`src/codec_cfg.svh`:
```
`ifndef CODEC_CFG_SVH
`define CODEC_CFG_SVH

// word indices; byte address is four times the index
`define REG_GAIN_IDX 3'h5
`define REG_OCFG_IDX 3'h6
`define ADR_IDX_HI 4
`define ADR_IDX_LO 2

// sub-register tag in bits 7..6 of the shared gain register
`define SUB_TAG_HI 7
`define SUB_TAG_LO 6
`define SUB_ADC_GAIN 2'h0
`define SUB_DAC_GAIN 2'h1
`define SUB_SIDETONE 2'h2
`define SUB_IDENT 2'h3

// sidetone sub-register fields
`define STG_HI 5
`define STG_LO 3
`define INBG_HI 1
`define INBG_LO 0

// output/input configuration register fields
`define OCFG_MODE_BIT 7
`define OCFG_MUTE1_BIT 6
`define OCFG_FIRST_OUTPUT_SILENCE_BIT 5
`define OCFG_DRV_HI 4
`define OCFG_DRV_LO 3
`define OCFG_SRC_HI 2
`define OCFG_SRC_LO 1

// reset values
`define OCFG_RST 7'h00
`define GAIN_RST 6'h2A
`define STG_RST 3'h7
`define INBG_RST 2'h0

// driver field codes
`define DRV_OFF 2'h0
`define DRV_FIRST 2'h1
`define DRV_SECOND 2'h2
`define DRV_SECOND_ALT 2'h3

`endif

```
`src/codec_types_pkg.sv`:
```
package codec_types_pkg;

  typedef enum logic [0:0]
  {
    BUS_IDLE = 1'b0,
    BUS_ACK = 1'b1
  } bus_state_t;

  typedef struct packed
  {
    logic mode;
    logic mute1;
    logic first_output_silence;
    logic [1:0] drv;
    logic [1:0] src;
  } out_cfg_t;

  typedef struct packed
  {
    bus_state_t st;
    logic [7:0] dat;
  } slave_state_t;

  typedef struct packed
  {
    logic [5:0] adc_gain;
    logic [5:0] dac_gain;
    logic [2:0] stg;
    logic [1:0] inbg;
    logic [1:0] rd_ptr;
    out_cfg_t ocfg;
  } bank_state_t;

  typedef struct packed
  {
    logic single_ended;
    logic first_mute;
    logic second_mute;
    logic first_en;
    logic second_en;
    logic [3:0] src_onehot;
  } analog_ctrl_t;

endpackage

```
`src/reg_access_if.sv`:
```
`timescale 1ns/10ps
interface reg_access_if;
  logic req;
  logic we;
  logic hit;
  logic [2:0] idx;
  logic [7:0] wdata;
  logic [7:0] rdata;

  modport slave
  (
    output req,
    output we,
    output idx,
    output wdata,
    input hit,
    input rdata
  );

  modport bank
  (
    input req,
    input we,
    input idx,
    input wdata,
    output hit,
    output rdata
  );
endinterface

```
`src/codec_output_input_config_regs.sv`:
```
`timescale 1ns/10ps
`include "codec_cfg.svh"
// What this block does
// - mode bit picks differential or single-ended outputs
// - first output mute bit silences first output
// - second output mute bit silences second output
// - driver field enables none, first or second
// - source field routes one of four ADC inputs
// - gain register reads cycle through four sub-registers
module codec_output_input_config_regs
#(
  // arbitrary value
  parameter logic [2:0] CHIP_VERSION = 3'h1
)
(
  input wire logic clk_i,
  input wire logic rst_i,
  input wire logic cyc_i,
  input wire logic stb_i,
  input wire logic we_i,
  input wire logic [7:0] adr_i,
  input wire logic [3:0] sel_i,
  input wire logic [31:0] dat_i,
  output logic [31:0] dat_o,
  output logic ack_o,
  output logic output_mode_select_o,
  output logic first_output_silence_o,
  output logic second_output_silence_o,
  output logic first_analog_output_en_o,
  output logic second_analog_output_en_o,
  output logic [3:0] adc_source_select_o
);

  reg_access_if ra();
  codec_types_pkg::bank_state_t b_r;
  codec_types_pkg::bank_state_t b_nxt;
  codec_types_pkg::analog_ctrl_t ctrl;

  wb_slave u_slave
  (
    .clk_i(clk_i),
    .rst_i(rst_i),
    .cyc_i(cyc_i),
    .stb_i(stb_i),
    .we_i(we_i),
    .adr_i(adr_i),
    .sel_i(sel_i),
    .dat_i(dat_i),
    .dat_o(dat_o),
    .ack_o(ack_o),
    .ra(ra.slave)
  );

  function automatic logic [7:0] sub_read(
    input codec_types_pkg::bank_state_t b);
    case (b.rd_ptr)
      `SUB_ADC_GAIN: sub_read = {`SUB_ADC_GAIN, b.adc_gain};
      `SUB_DAC_GAIN: sub_read = {`SUB_DAC_GAIN, b.dac_gain};
      `SUB_SIDETONE: sub_read = {`SUB_SIDETONE, b.stg, 1'b0, b.inbg};
      default: sub_read = {`SUB_IDENT, 3'h0, CHIP_VERSION};
    endcase
  endfunction

  assign ra.hit = (ra.idx == `REG_GAIN_IDX) || (ra.idx == `REG_OCFG_IDX);

  always_comb
  begin
    ra.rdata = 8'h00;
    if (ra.idx == `REG_GAIN_IDX)
      ra.rdata = sub_read(b_r);
    else if (ra.idx == `REG_OCFG_IDX)
      ra.rdata = {b_r.ocfg, 1'b0};
  end

  always_comb
  begin
    b_nxt = b_r;
    if (ra.req && ra.idx == `REG_GAIN_IDX)
    begin
      if (!ra.we)
        b_nxt.rd_ptr = 2'(b_r.rd_ptr + 2'h1);
      else
      begin
        case (ra.wdata[`SUB_TAG_HI:`SUB_TAG_LO])
          `SUB_ADC_GAIN: b_nxt.adc_gain = ra.wdata[5:0];
          `SUB_DAC_GAIN: b_nxt.dac_gain = ra.wdata[5:0];
          `SUB_SIDETONE:
          begin
            b_nxt.stg = ra.wdata[`STG_HI:`STG_LO];
            b_nxt.inbg = ra.wdata[`INBG_HI:`INBG_LO];
          end
          // identification holds nothing writable
          default: b_nxt.rd_ptr = b_r.rd_ptr;
        endcase
      end
    end
    else if (ra.req && ra.we && ra.idx == `REG_OCFG_IDX)
    begin
      b_nxt.ocfg.mode = ra.wdata[`OCFG_MODE_BIT];
      b_nxt.ocfg.mute1 = ra.wdata[`OCFG_MUTE1_BIT];
      b_nxt.ocfg.first_output_silence = ra.wdata[`OCFG_FIRST_OUTPUT_SILENCE_BIT];
      b_nxt.ocfg.drv = ra.wdata[`OCFG_DRV_HI:`OCFG_DRV_LO];
      b_nxt.ocfg.src = ra.wdata[`OCFG_SRC_HI:`OCFG_SRC_LO];
    end
  end

  always_ff @(posedge clk_i)
  begin
    if (rst_i)
      b_r <= '{adc_gain: `GAIN_RST, dac_gain: `GAIN_RST, stg: `STG_RST,
               inbg: `INBG_RST, rd_ptr: 2'h0, ocfg: `OCFG_RST};
    else
      b_r <= b_nxt;
  end

  analog_ctrl_decode u_decode
  (
    .clk_i(clk_i),
    .rst_i(rst_i),
    .cfg_i(b_r.ocfg),
    .ctrl_o(ctrl)
  );

  assign output_mode_select_o = ctrl.single_ended;
  assign first_output_silence_o = ctrl.first_mute;
  assign second_output_silence_o = ctrl.second_mute;
  assign first_analog_output_en_o = ctrl.first_en;
  assign second_analog_output_en_o = ctrl.second_en;
  assign adc_source_select_o = ctrl.src_onehot;
endmodule

```
`src/wb_slave.sv`:
```
`timescale 1ns/10ps
`include "codec_cfg.svh"
module wb_slave
(
  input wire logic clk_i,
  input wire logic rst_i,
  input wire logic cyc_i,
  input wire logic stb_i,
  input wire logic we_i,
  input wire logic [7:0] adr_i,
  input wire logic [3:0] sel_i,
  input wire logic [31:0] dat_i,
  output logic [31:0] dat_o,
  output logic ack_o,
  reg_access_if.slave ra
);

  codec_types_pkg::slave_state_t s_r;
  codec_types_pkg::slave_state_t s_nxt;

  // word aligned and inside the small decoded window
  function automatic logic adr_ok(input logic [7:0] a);
    adr_ok = (a[7:5] == 3'h0) && (a[1:0] == 2'h0);
  endfunction

  // one request pulse per cycle; ack blocks a repeat of the same access;
  // a write without byte lane 0 is no request at all, so it cannot move
  // the gain read pointer as a read would
  assign ra.req = cyc_i && stb_i && (s_r.st == codec_types_pkg::BUS_IDLE)
    && adr_ok(adr_i) && (!we_i || sel_i[0]);
  assign ra.we = we_i;
  assign ra.idx = adr_i[`ADR_IDX_HI:`ADR_IDX_LO];
  assign ra.wdata = dat_i[7:0];

  always_comb
  begin
    s_nxt = s_r;
    case (s_r.st)
      codec_types_pkg::BUS_IDLE:
      begin
        if (cyc_i && stb_i)
        begin
          s_nxt.st = codec_types_pkg::BUS_ACK;
          // unmapped or write: read data is zero
          s_nxt.dat = (ra.req && ra.hit && !we_i) ? ra.rdata : 8'h00;
        end
      end
      codec_types_pkg::BUS_ACK:
        s_nxt.st = codec_types_pkg::BUS_IDLE;
      default:
        s_nxt.st = codec_types_pkg::BUS_IDLE;
    endcase
  end

  always_ff @(posedge clk_i)
  begin
    if (rst_i)
      s_r <= '{st: codec_types_pkg::BUS_IDLE, dat: 8'h00};
    else
      s_r <= s_nxt;
  end

  assign ack_o = (s_r.st == codec_types_pkg::BUS_ACK);
  assign dat_o = {24'h000000, s_r.dat};
endmodule

```
`src/analog_ctrl_decode.sv`:
```
`timescale 1ns/10ps
`include "codec_cfg.svh"
module analog_ctrl_decode
(
  input wire logic clk_i,
  input wire logic rst_i,
  input codec_types_pkg::out_cfg_t cfg_i,
  output codec_types_pkg::analog_ctrl_t ctrl_o
);

  codec_types_pkg::analog_ctrl_t c_r;
  codec_types_pkg::analog_ctrl_t c_nxt;

  always_comb
  begin
    c_nxt = c_r;
    c_nxt.single_ended = cfg_i.mode;
    c_nxt.first_mute = cfg_i.mute1;
    c_nxt.second_mute = cfg_i.first_output_silence;
    case (cfg_i.drv)
      `DRV_OFF:
      begin
        c_nxt.first_en = 1'b0;
        c_nxt.second_en = 1'b0;
      end
      `DRV_FIRST:
      begin
        c_nxt.first_en = 1'b1;
        c_nxt.second_en = 1'b0;
      end
      // code 3 kept identical to code 2 as printed
      default:
      begin
        c_nxt.first_en = 1'b0;
        c_nxt.second_en = 1'b1;
      end
    endcase
    c_nxt.src_onehot = 4'h1 << cfg_i.src;
  end

  always_ff @(posedge clk_i)
  begin
    if (rst_i)
      c_r <= '{single_ended: 1'b0, first_mute: 1'b0, second_mute: 1'b0,
               first_en: 1'b0, second_en: 1'b0, src_onehot: 4'h1};
    else
      c_r <= c_nxt;
  end

  assign ctrl_o = c_r;
endmodule

```
`config.mk`:
```
export PLATFORM = sky130hd
export DESIGN_NAME = codec_output_input_config_regs
export DESIGN_NICKNAME = d
export VERILOG_FILES = /design/src/codec_types_pkg.sv /design/src/reg_access_if.sv /design/src/codec_output_input_config_regs.sv /design/src/wb_slave.sv /design/src/analog_ctrl_decode.sv
export VERILOG_INCLUDE_DIRS = /design/src
export SDC_FILE = /design/constraint.sdc
export NUM_CORES = 1
export LEC_CHECK = 0
export ABC_AREA = 1
export BUFFER_PORTS_ARGS = -buffer_cell sky130_fd_sc_hd__buf_2
export CORE_MARGIN = 2
export CORE_UTILIZATION = 34
export CTS_BUF_LIST = sky130_fd_sc_hd__clkbuf_8
export DETAILED_ROUTE_END_ITERATION = 8
export GPL_TIMING_DRIVEN = 0
export PLACE_DENSITY = 0.58
export SYNTH_ARGS = -nofsm -noshare
export SYNTH_HDL_FRONTEND = slang
export SYNTH_SLANG_ARGS = --single-unit
```
`constraint.sdc`:
```
create_clock -name clk_i -period 1.5 [get_ports clk_i]
set_input_delay 0.15 -clock clk_i [delete_from_list [all_inputs] [get_ports clk_i]]
set_output_delay 0.15 -clock clk_i [all_outputs]
set_load 0.1 [all_outputs]
```
---- Word-level counts from Yosys, hierarchy flattened ----
Index checks and enable logic that the tools add are counted.
word-level totals
  memory bits (read-only) ................. 0
  flip-flop bits (word level) ............. 44
  word-level logic and storage cells ...... 61
  bits in writable memories ............... 0
  output and inout bits ................... 42
  bits in latches ......................... 0
  bits of input ports ..................... 49
  memories kept ........................... 0
cells by class
  shift operators ......................... 1
  bitwise gates (word level) .............. 3
  $lt $le $gt $ge ......................... 0
  mux-type cells .......................... 7
  reductions and logical operators ........ 24
  $mul .................................... 0
  add/subtract/negate cells ............... 1
  div/mod/pow operators ................... 0
  equality and inequality tests ........... 7
operator list
  operator               number
  $mux W8                3
  $pmux W8 S3            1
  $logic_and A1 B1 Y1    10
  $mux W9                1
  $reduce_and A3 Y1      3
  $logic_not A2 Y1       4
  $eq A2 B1 Y1 const B   3
  $eq A3 B3 Y1 const B   2
  $reduce_and A2 Y1      3
  $eq A2 B2 Y1 const B   2
  $pmux W2 S2            1
  $shl A1 B2 Y4 const A  1
  $logic_not A3 Y1       1
  $not A1 Y1             3
  $add A2 B1 Y2 const B  1
  $logic_or A1 B1 Y1     2
  $pmux W1 S2            1
  $logic_not A1 Y1       1

---- Logic depth before layout (Yosys ltp) ----
Gate-level depths: netlist of the first run.
  depth in word-level cells ............... 9
  depth in mapped cells ................... 9
  depth with buffers taken out ............ 9

---- Hierarchy ----
Synthesis of the first run repeated with hierarchy kept, for this count alone.
second synthesis, totals
  cell total of the unflattened synthesis .. 306
  area, all modules ....................... 2254.7 sq um
by module, submodules not included
  module                          cells each  instances  area each (sq um)
  codec_output_input_config_regs  196         1          1332.5
  wb_slave                        83          1          670.6
  analog_ctrl_decode              27          1          251.5

---- Worst setup path before layout of the first run ----
Ideal clock, no wire load.
  path kind ............................... flip-flop to flip-flop
  from .................................... reg u_slave.s_r (netlist bit u_slave.ack_o)
  to ...................................... reg b_r[21] (netlist name)
  arrival ................................. 1.642 ns
  data required time ...................... 1.371 ns
  period minus slack after synthesis ...... 1.772 ns
  path slack .............................. -0.272 ns
  stages on the path, launching flop included .. 9
  setup time .............................. 0.129 ns
  path through ............................ dfxtp_1 -> inv_1 -> nand3_2 -> nor2_4 -> nand3_2 -> nor2_4 -> nand2_1 -> nand2_1 -> nand3_1
between the ends
  longest elaborated chain between the ends .. 6
RTL lines
  item                               RTL line                               RTL
  start, declared                    wb_slave.sv:18                         codec_types_pkg::slave_state_t s_r;
  start signal, assigned             wb_slave.sv:58                         s_r <= '{st: codec_types_pkg::BUS_IDLE, dat: 8'h00};
  start signal, assigned             wb_slave.sv:60                         s_r <= s_nxt;
  $not A1 Y1                         wb_slave.sv:29                         assign ra.req = cyc_i && stb_i && (s_r.st == codec_types_pkg::BUS_IDLE)
  $logic_and A1 B1 Y1                wb_slave.sv:29
  $logic_and A1 B1 Y1 (2 in series)  wb_slave.sv:30                         && adr_ok(adr_i) && (!we_i || sel_i[0]);
  $logic_and A1 B1 Y1 (no line)      --
  $reduce_and A3 Y1 (no line)        --
  end signal, assigned               codec_output_input_config_regs.sv:110  b_r <= '{adc_gain: `GAIN_RST, dac_gain: `GAIN_RST, stg: `STG_RST,
  end signal, assigned               codec_output_input_config_regs.sv:113  b_r <= b_nxt;
  end, declared                      codec_output_input_config_regs.sv:35   codec_types_pkg::bank_state_t b_r;
No other way between the ends.
A chain may end at the register's enable or synchronous reset.

---- Worst setup path after layout of the first run ----
  from .................................... reg u_slave.s_r (netlist bit u_slave.ack_o)
  to ...................................... reg b_r[6] (netlist name)
between the ends
  longest elaborated chain between the ends .. 7
  elaborated cells on any way between the ends .. 9
RTL lines
  item                                                                RTL line
  $not A1 Y1 (*)                                                      wb_slave.sv:29
  $logic_and A1 B1 Y1 (*)                                             wb_slave.sv:29
  $logic_and A1 B1 Y1 (*) (2 in series)                               wb_slave.sv:30
  $logic_and A1 B1 Y1, on equally long branches                       --
  $logic_and A1 B1 Y1 (no line) / $not A1 Y1 (equally long branches)  --
  $reduce_and A2 Y1 (no line) (*)                                     --
Every way passes the cells marked *; elsewhere a longest branch is shown, timed or not.

==> results of run 1 <==
## placed cells by master (no fill, tap or decap), drive strengths merged, types with 8 or more instances in the layout
| master | n |
|---|---|
| a21oi | 8 |
| buf | 69 |
| clkbuf | 10 |
| conb | 24 |
| dfxtp | 44 |
| inv | 25 |
| nand2 | 74 |
| nand3 | 26 |
| nor2 | 82 |
| o21ai | 10 |
## final cells by class
type,count,area [um^2],share of cell area
multi-input combinational,237,1100,0.405
sequential,44,886,0.326
inverter,25,93.8,0.0345
clock inverter,2,15.0,0.00552
timing repair buffer,45,253,0.0929
buffer,28,195,0.0718
tap,75,93.8,0.0345
clock buffer,6,82.6,0.0304
## cells by family (layout without fill, tap and decap cells)
logic type | count (synthesis) | after routing | synth area share
adder cells (fa/ha/maj) | 4 | 4 | 0.0233
flip-flops | 44 | 44 | 0.410
other | 1 | 24 | 0.00174
AND/OR/NAND/NOR | 189 | 190 | 0.386
AO/OA/AOI/OAI | 19 | 19 | 0.0448
buffers and inverters | 53 | 106 | 0.134
## Yosys cell counts
cell / n / area, um^2
nand3b_1: 1 / 7.51
nand4_4: 1 / 21.3
nor3_1: 2 / 10.0
conb_1: 1 / 3.75
nor2_1: 73 / 274
a31oi_1: 1 / 6.26
nor2_4: 5 / 56.3
ha_1: 4 / 50.1
a21oi_1: 8 / 40.0
dfxtp_1: 44 / 881
inv_1: 24 / 90.1
inv_2: 1 / 3.75
nand4_1: 4 / 25.0
o21ai_0: 10 / 50.1
clkbuf_1: 4 / 15.0
buf_4: 24 / 180
nand3_1: 24 / 120
nand3_2: 2 / 20.0
nor2_2: 3 / 18.8
nand2_1: 74 / 278
## worst register-to-register path, cell delays in order, from the launching register on
cell     delay (ns)
dfxtp_4        0.36
inv_2          0.06
nand3_4        0.09
nor2_4         0.19
buf_12         0.13
nand4_1        0.23
nor2_1         0.22
nor2_1         0.05
## where the power goes
| part | switching [mW] | total (mW) | internal [mW] | leakage [nW] |
|---|---|---|---|---|
| Clock | 0.415 | 0.788 | 0.373 | 0.0434 |
| Sequential | 0.00177 | 1.17 | 1.17 | 0.356 |
| Combinational | 0.385 | 0.477 | 0.0923 | 0.917 |
## through the flow
stage	std cells	TNS, ns	hold WS (ns)
3_5_place_dp	447	-0.169	0.416
6_report	462	0	0.0835
3_3_place_gp	447	-0.0994	0.405
5_1_grt	462	-0.219	0.0931
4_1_cts	457	0	0.0988
2_1_floorplan	333	0	0.224
## registers in the layout, summed over array words and instances, names as in the netlist
register,count
b_r,26
u_decode.ctrl_o,9
u_slave.dat_o,8
u_slave.ack_o,1
## path summary, 6_finish.rpt
kind / slack [ns] / endpoint
worst max-delay path: 0.08 / b_r[6]
worst min-delay path: 0.08 / u_slave.ack_o
worst max register to register: 0.08 / b_r[6]
worst min register to register: 0.43 / u_decode.ctrl_o[5]
## metal layers
| metal | track usage | vias up | share of wire |
|---|---|---|---|
| met3 | 0.0366 | 9 | 0.058 |
| met1 | 0.190 | 861 | 0.48 |
| li1 | - | 1075 | - |
| met2 | 0.239 | 48 | 0.44 |
| met5 | 0 | - | 0 |
| met4 | 0.0455 | 0 | 0.017 |
## repair_timing
item,4_1_cts,5_1_grt
setup endpoints to repair,7,33
buffers inserted,1,5
hold buffers,0,0
pin swaps,2,6
cloned,1,0
resized for setup,0,10
==> flow_metrics.tcl, run 1 <==
set metrics [dict create \
    status "finished, final reports clean" \
    fin_util 0.451 \
    ios 91 \
    fmax_mhz 705 \
    core-area_um2 6030 \
    insertion_delay_ns 0.30 \
    htreeDepth 2 \
    fill_cells 659 \
    holdPathStages 2 \
    final_area_um2 2720 \
    fin_skew_ns 0.00853 \
    num_vias 1993 \
    ys_seq_area_frac 0.410 \
    timing.rr.start "u_slave.ack_o" \
    hp-class "in -> reg" \
    worstSetupStartpointType "register" \
    critPathBufInv 2 \
    final_max_slew_viol_count 0 \
    crit_start "u_slave.ack_o" \
    dr.pass1.iters 4 \
    setup_ws_ns 0.0807 \
    post_drt_wl_per_cell_um 11.0 \
    nNetsFinal 439 \
    worst_setup_path_end_kind "register" \
    die_width_um 83.5 \
    grt_pass1_vias 1798 \
    fin_crit_sh 0.946 \
    critPathMaxFanout 7 \
    ys_seq_elements 44 \
    finalWirelength_mm 5.07 \
    die_h_um 83.5 \
    synth.cell_area_um2 2150 \
    place_hpwl_mm 3.87 \
    layout-drive-gt1-share 0.256 \
    cts_tree "built" \
    clk_pin_slew_ns 0.09 \
    start_util 0.357 \
    irDropWorstVdd_mv 0.432 \
    crit_required_ns 1.70 \
    cts_root_buf "clkbuf_8" \
    hold_violations 0 \
    rsz0062_at_grt "yes" \
    min-delay-start "rst_i" \
    cpMostUsedCell "nor2_1" \
    dp_slack_ns -0.0401 \
    cts_sinks 44 \
    maxCapViolations 0 \
    p_leak_nw 1.32 \
    worstRegToRegCells 7 \
    path_depth 7 \
    slew-limit-headroom 0.642 \
    crit_chain "inv_2, nand3_4, nor2_4, buf_12, nand4_1, nor2_1, nor2_1" \
    clock_path_buffers 2 \
    worst_pin_slew_ns 0.537 \
    period_needed_ns 1.42 \
    rows 28 \
    drtIter0Drc 60 \
    arrival_ns 1.62 \
    diodes 0 \
    grt_remaining_overflow 0 \
    power.total_mw 2.44 \
    cts_buffers 5 \
    critPathMaxStageDelay_ns 0.36 \
    antenna_left 0 \
    numPortBuffers 39 \
    power_density_nw_per_um2 895 \
    yosysUniqueCellTypes 20 \
    place_area_um2 2530 \
    dieArea_um2 6980 \
    crit_family "simple AND/OR/NAND/NOR gates" \
    syn_area_per_cell_um2 6.94 \
    yosysWarnings 0 \
    grt_use_total 0.146 \
    syn_inst 310 \
    drc 0 \
    grt_max_degree 15 \
    slowest_stage "dfxtp_4" \
    vias_per_cell 4.31 \
    grt_pass1_wl_mm 8.36 \
    setup_viol 0 \
    area_delta_synth_final_pct 26.5 \
    antenna_found_initial 0 \
    worstSetupPathType "reg -> reg" \
    routabilityCongestion 0.835 \
]
Power figures use the tool's default switching activity.
==> run 2: changes to the inputs <==
--- a/config.mk
+++ b/config.mk
@@ -13,7 +13,7 @@
 export CTS_BUF_LIST = sky130_fd_sc_hd__clkbuf_8
 export DETAILED_ROUTE_END_ITERATION = 8
 export GPL_TIMING_DRIVEN = 0
-export PLACE_DENSITY = 0.58
+export PLACE_DENSITY = 0.6
 export SYNTH_ARGS = -nofsm -noshare
 export SYNTH_HDL_FRONTEND = slang
 export SYNTH_SLANG_ARGS = --single-unit
==> constraint.sdc (replaced) <==
create_clock -name clk_i -period 1.28 [get_ports clk_i]
set_input_delay 0.128 -clock clk_i [delete_from_list [all_inputs] [get_ports clk_i]]
set_output_delay 0.128 -clock clk_i [all_outputs]
set_load 0.1 [all_outputs]
==> run 2 against run 1 <==
  * First-iteration DRC count rose by 20%
  * Combinational power rose by 19%
  * Sequential share of layout area fell by 1.8 points
  * Count of clock-buffer cells in the layout fell by 1
  * Clock power rose by 32%
  * Cell count rose by 0.43%
  * Setup slack got worse by 0.18 ns
  * The run now ends with negative setup slack left
  * Core utilization rose by 3.3 points
==> flow_metrics.tcl, run 2 (synthesis results as in run 1) <==
set metrics [dict create \
    critPathMaxFanout 7 \
    insertion_delay_ns 0.30 \
    hold-path-endpoint "u_decode.ctrl_o[5]" \
    area_delta_synth_final_pct 35.7 \
    cts_tree "built" \
    period_needed_ns 1.38 \
    nNetsFinal 441 \
    combinationalPowerShare 0.191 \
    top_register "b_r" \
    worst_setup_path_end_kind "register" \
    setup_tns_ns -1.67 \
    worstRegToRegCells 8 \
    fin_skew_ns 0.00559 \
    clock_path_buffers 2 \
    cts_root_buf "clkbuf_8" \
    grt_pass1_wl_mm 8.63 \
    irDropWorstVdd_mv 0.522 \
    arrival_ns 1.55 \
    antenna_left 0 \
    ios 91 \
    violations "negative setup slack" \
    num_vias 2018 \
    numPortBuffers 39 \
    hp-class "in -> reg" \
    clkPwrFrac 0.349 \
    core-area_um2 6030 \
    fin_crit_sh 1.08 \
    final_cell_mix "nand2_1 (65), nor2_1 (62), buf_2 (38)" \
    post_drt_wl_per_cell_um 11.3 \
    power_switching_mw 0.926 \
    setup_viol 31 \
    timing.hold.ws_ns 0.0767 \
    rsz0062_at_grt "yes" \
    diodes 0 \
    dr.pass1.iters 4 \
    rows 28 \
    grt_max_degree 14 \
    final_common_cell "nand2_1" \
    drtIter0Drc 72 \
    p_leak_nw 1.37 \
    r2r_slack_ns -0.10 \
    worst_pin_slew_ns 0.564 \
    fin_util 0.484 \
    final_area_um2 2920 \
    place_hpwl_mm 3.91 \
    final_max_slew_viol_count 0 \
    switching_share 0.312 \
    cts_buffers 5 \
    crit_required_ns 1.45 \
    fmax_mhz 724 \
    holdPathStages 2 \
    cts_sinks 44 \
    p_seq_frac 0.460 \
    maxCapViolations 0 \
    status "complete, but fails checks" \
    setup_ws_ns -0.102 \
    dp_slack_ns -0.200 \
    layout-drive-gt1-share 0.342 \
    worstSetupPathType "reg -> reg" \
    power_density_nw_per_um2 1020 \
    min-delay-start "rst_i" \
    grt_pass1_vias 1872 \
    timing.rr.start "u_slave.ack_o" \
    slew-limit-headroom 0.624 \
    largest_register_ffs 26 \
    antenna_found_initial 0 \
    die_h_um 83.5 \
    drc 0 \
    finalWirelength_mm 5.23 \
    grt_use_total 0.152 \
    start_util 0.357 \
    place_area_um2 2560 \
    internal_power_mw 2.04 \
    hold_buffers 0 \
    vias_per_cell 4.35 \
    worstSetupStartpointType "register" \
    dieArea_um2 6980 \
    die_width_um 83.5 \
    htreeDepth 2 \
    hold_violations 0 \
    r2r_end "b_r[21]" \
    clk_pin_slew_ns 0.08 \
    grt_remaining_overflow 0 \
    routabilityCongestion 0.839 \
]
[run 2: cell types whose count changed in the layout (fill, tap and decap cells not counted), sizes merged]
cell	change
buf	+2
clkinvlp	-2
bufinv	+1
clkbuf	-1
clkinv	+1
inv	+1
[run 2: worst max-delay path, cell delays in order (launching register included)]
cell,delay (ns)
dfxtp_4,0.35
inv_2,0.06
nand3_4,0.07
nor2_4,0.22
nand3_4,0.14
nor2_4,0.19
nand2_2,0.09
nand2_1,0.07
nand3_1,0.06
[run 2: how the worst max path moves through the flow]
| stage | start | endpoint | slack [ns] | cells past startpoint |
|---|---|---|---|---|
| 6_report | u_slave.ack_o | b_r[21] | -0.10 | 8 |
| 5_1_grt | u_slave.ack_o | b_r[13] | -0.26 | 7 |
| 4_1_cts | u_slave.ack_o | b_r[21] | -0.12 | 8 |
| 3_5_place_dp | adr_i[2] | b_r[19] | -0.20 | 8 |
| 3_3_place_gp | adr_i[4] | b_r[23] | -0.19 | 8 |
| 2_1_floorplan | u_slave.ack_o | b_r[21] | -0.15 | 8 |
[run 2: final cells by class]
| class | instances | area [um^2] |
|---|---|---|
| timing repair buffer | 47 | 273 |
| tap | 75 | 93.8 |
| sequential | 44 | 898 |
| fill | 638 | 3110 |
| buffer | 28 | 195 |
| inverter | 25 | 98.8 |
| clock buffer | 5 | 68.8 |
| multi-input combinational | 237 | 1250 |
| clock inverter | 3 | 38.8 |
[run 2: timing repair]
item | 4_1_cts | 5_1_grt
gates resized for setup | 41 | 16
pin swaps | 13 | 9
gates cloned | 1 | 0
endpoints found under the setup margin | 34 | 34
setup buffers | 8 | 0
[run 2: routing by layer]
metal / up-vias / GRT usage / routed length (um)
met5: - / 0 / 0
met4: 0 / 0.0484 / 78
met3: 9 / 0.0366 / 264
met2: 48 / 0.257 / 2500
met1: 884 / 0.192 / 2390
li1: 1077 / - / -
[run 2: power groups by stage]
stage,Clock (mW),Combinational (mW),Sequential [mW]
global route,1.12,0.591,1.37
finish,1.04,0.567,1.37
CTS,1.06,0.559,1.37
floorplan,0,0.440,1.43
global placement,0,0.542,1.40
detailed placement,0,0.542,1.40
[run 2: metrics by stage]
stage	cells	power (mW)
after floorplan	333	1.87
after global placement	447	1.95
after detailed placement	447	1.95
after CTS	464	2.99
after global routing	464	3.08
final	464	2.97
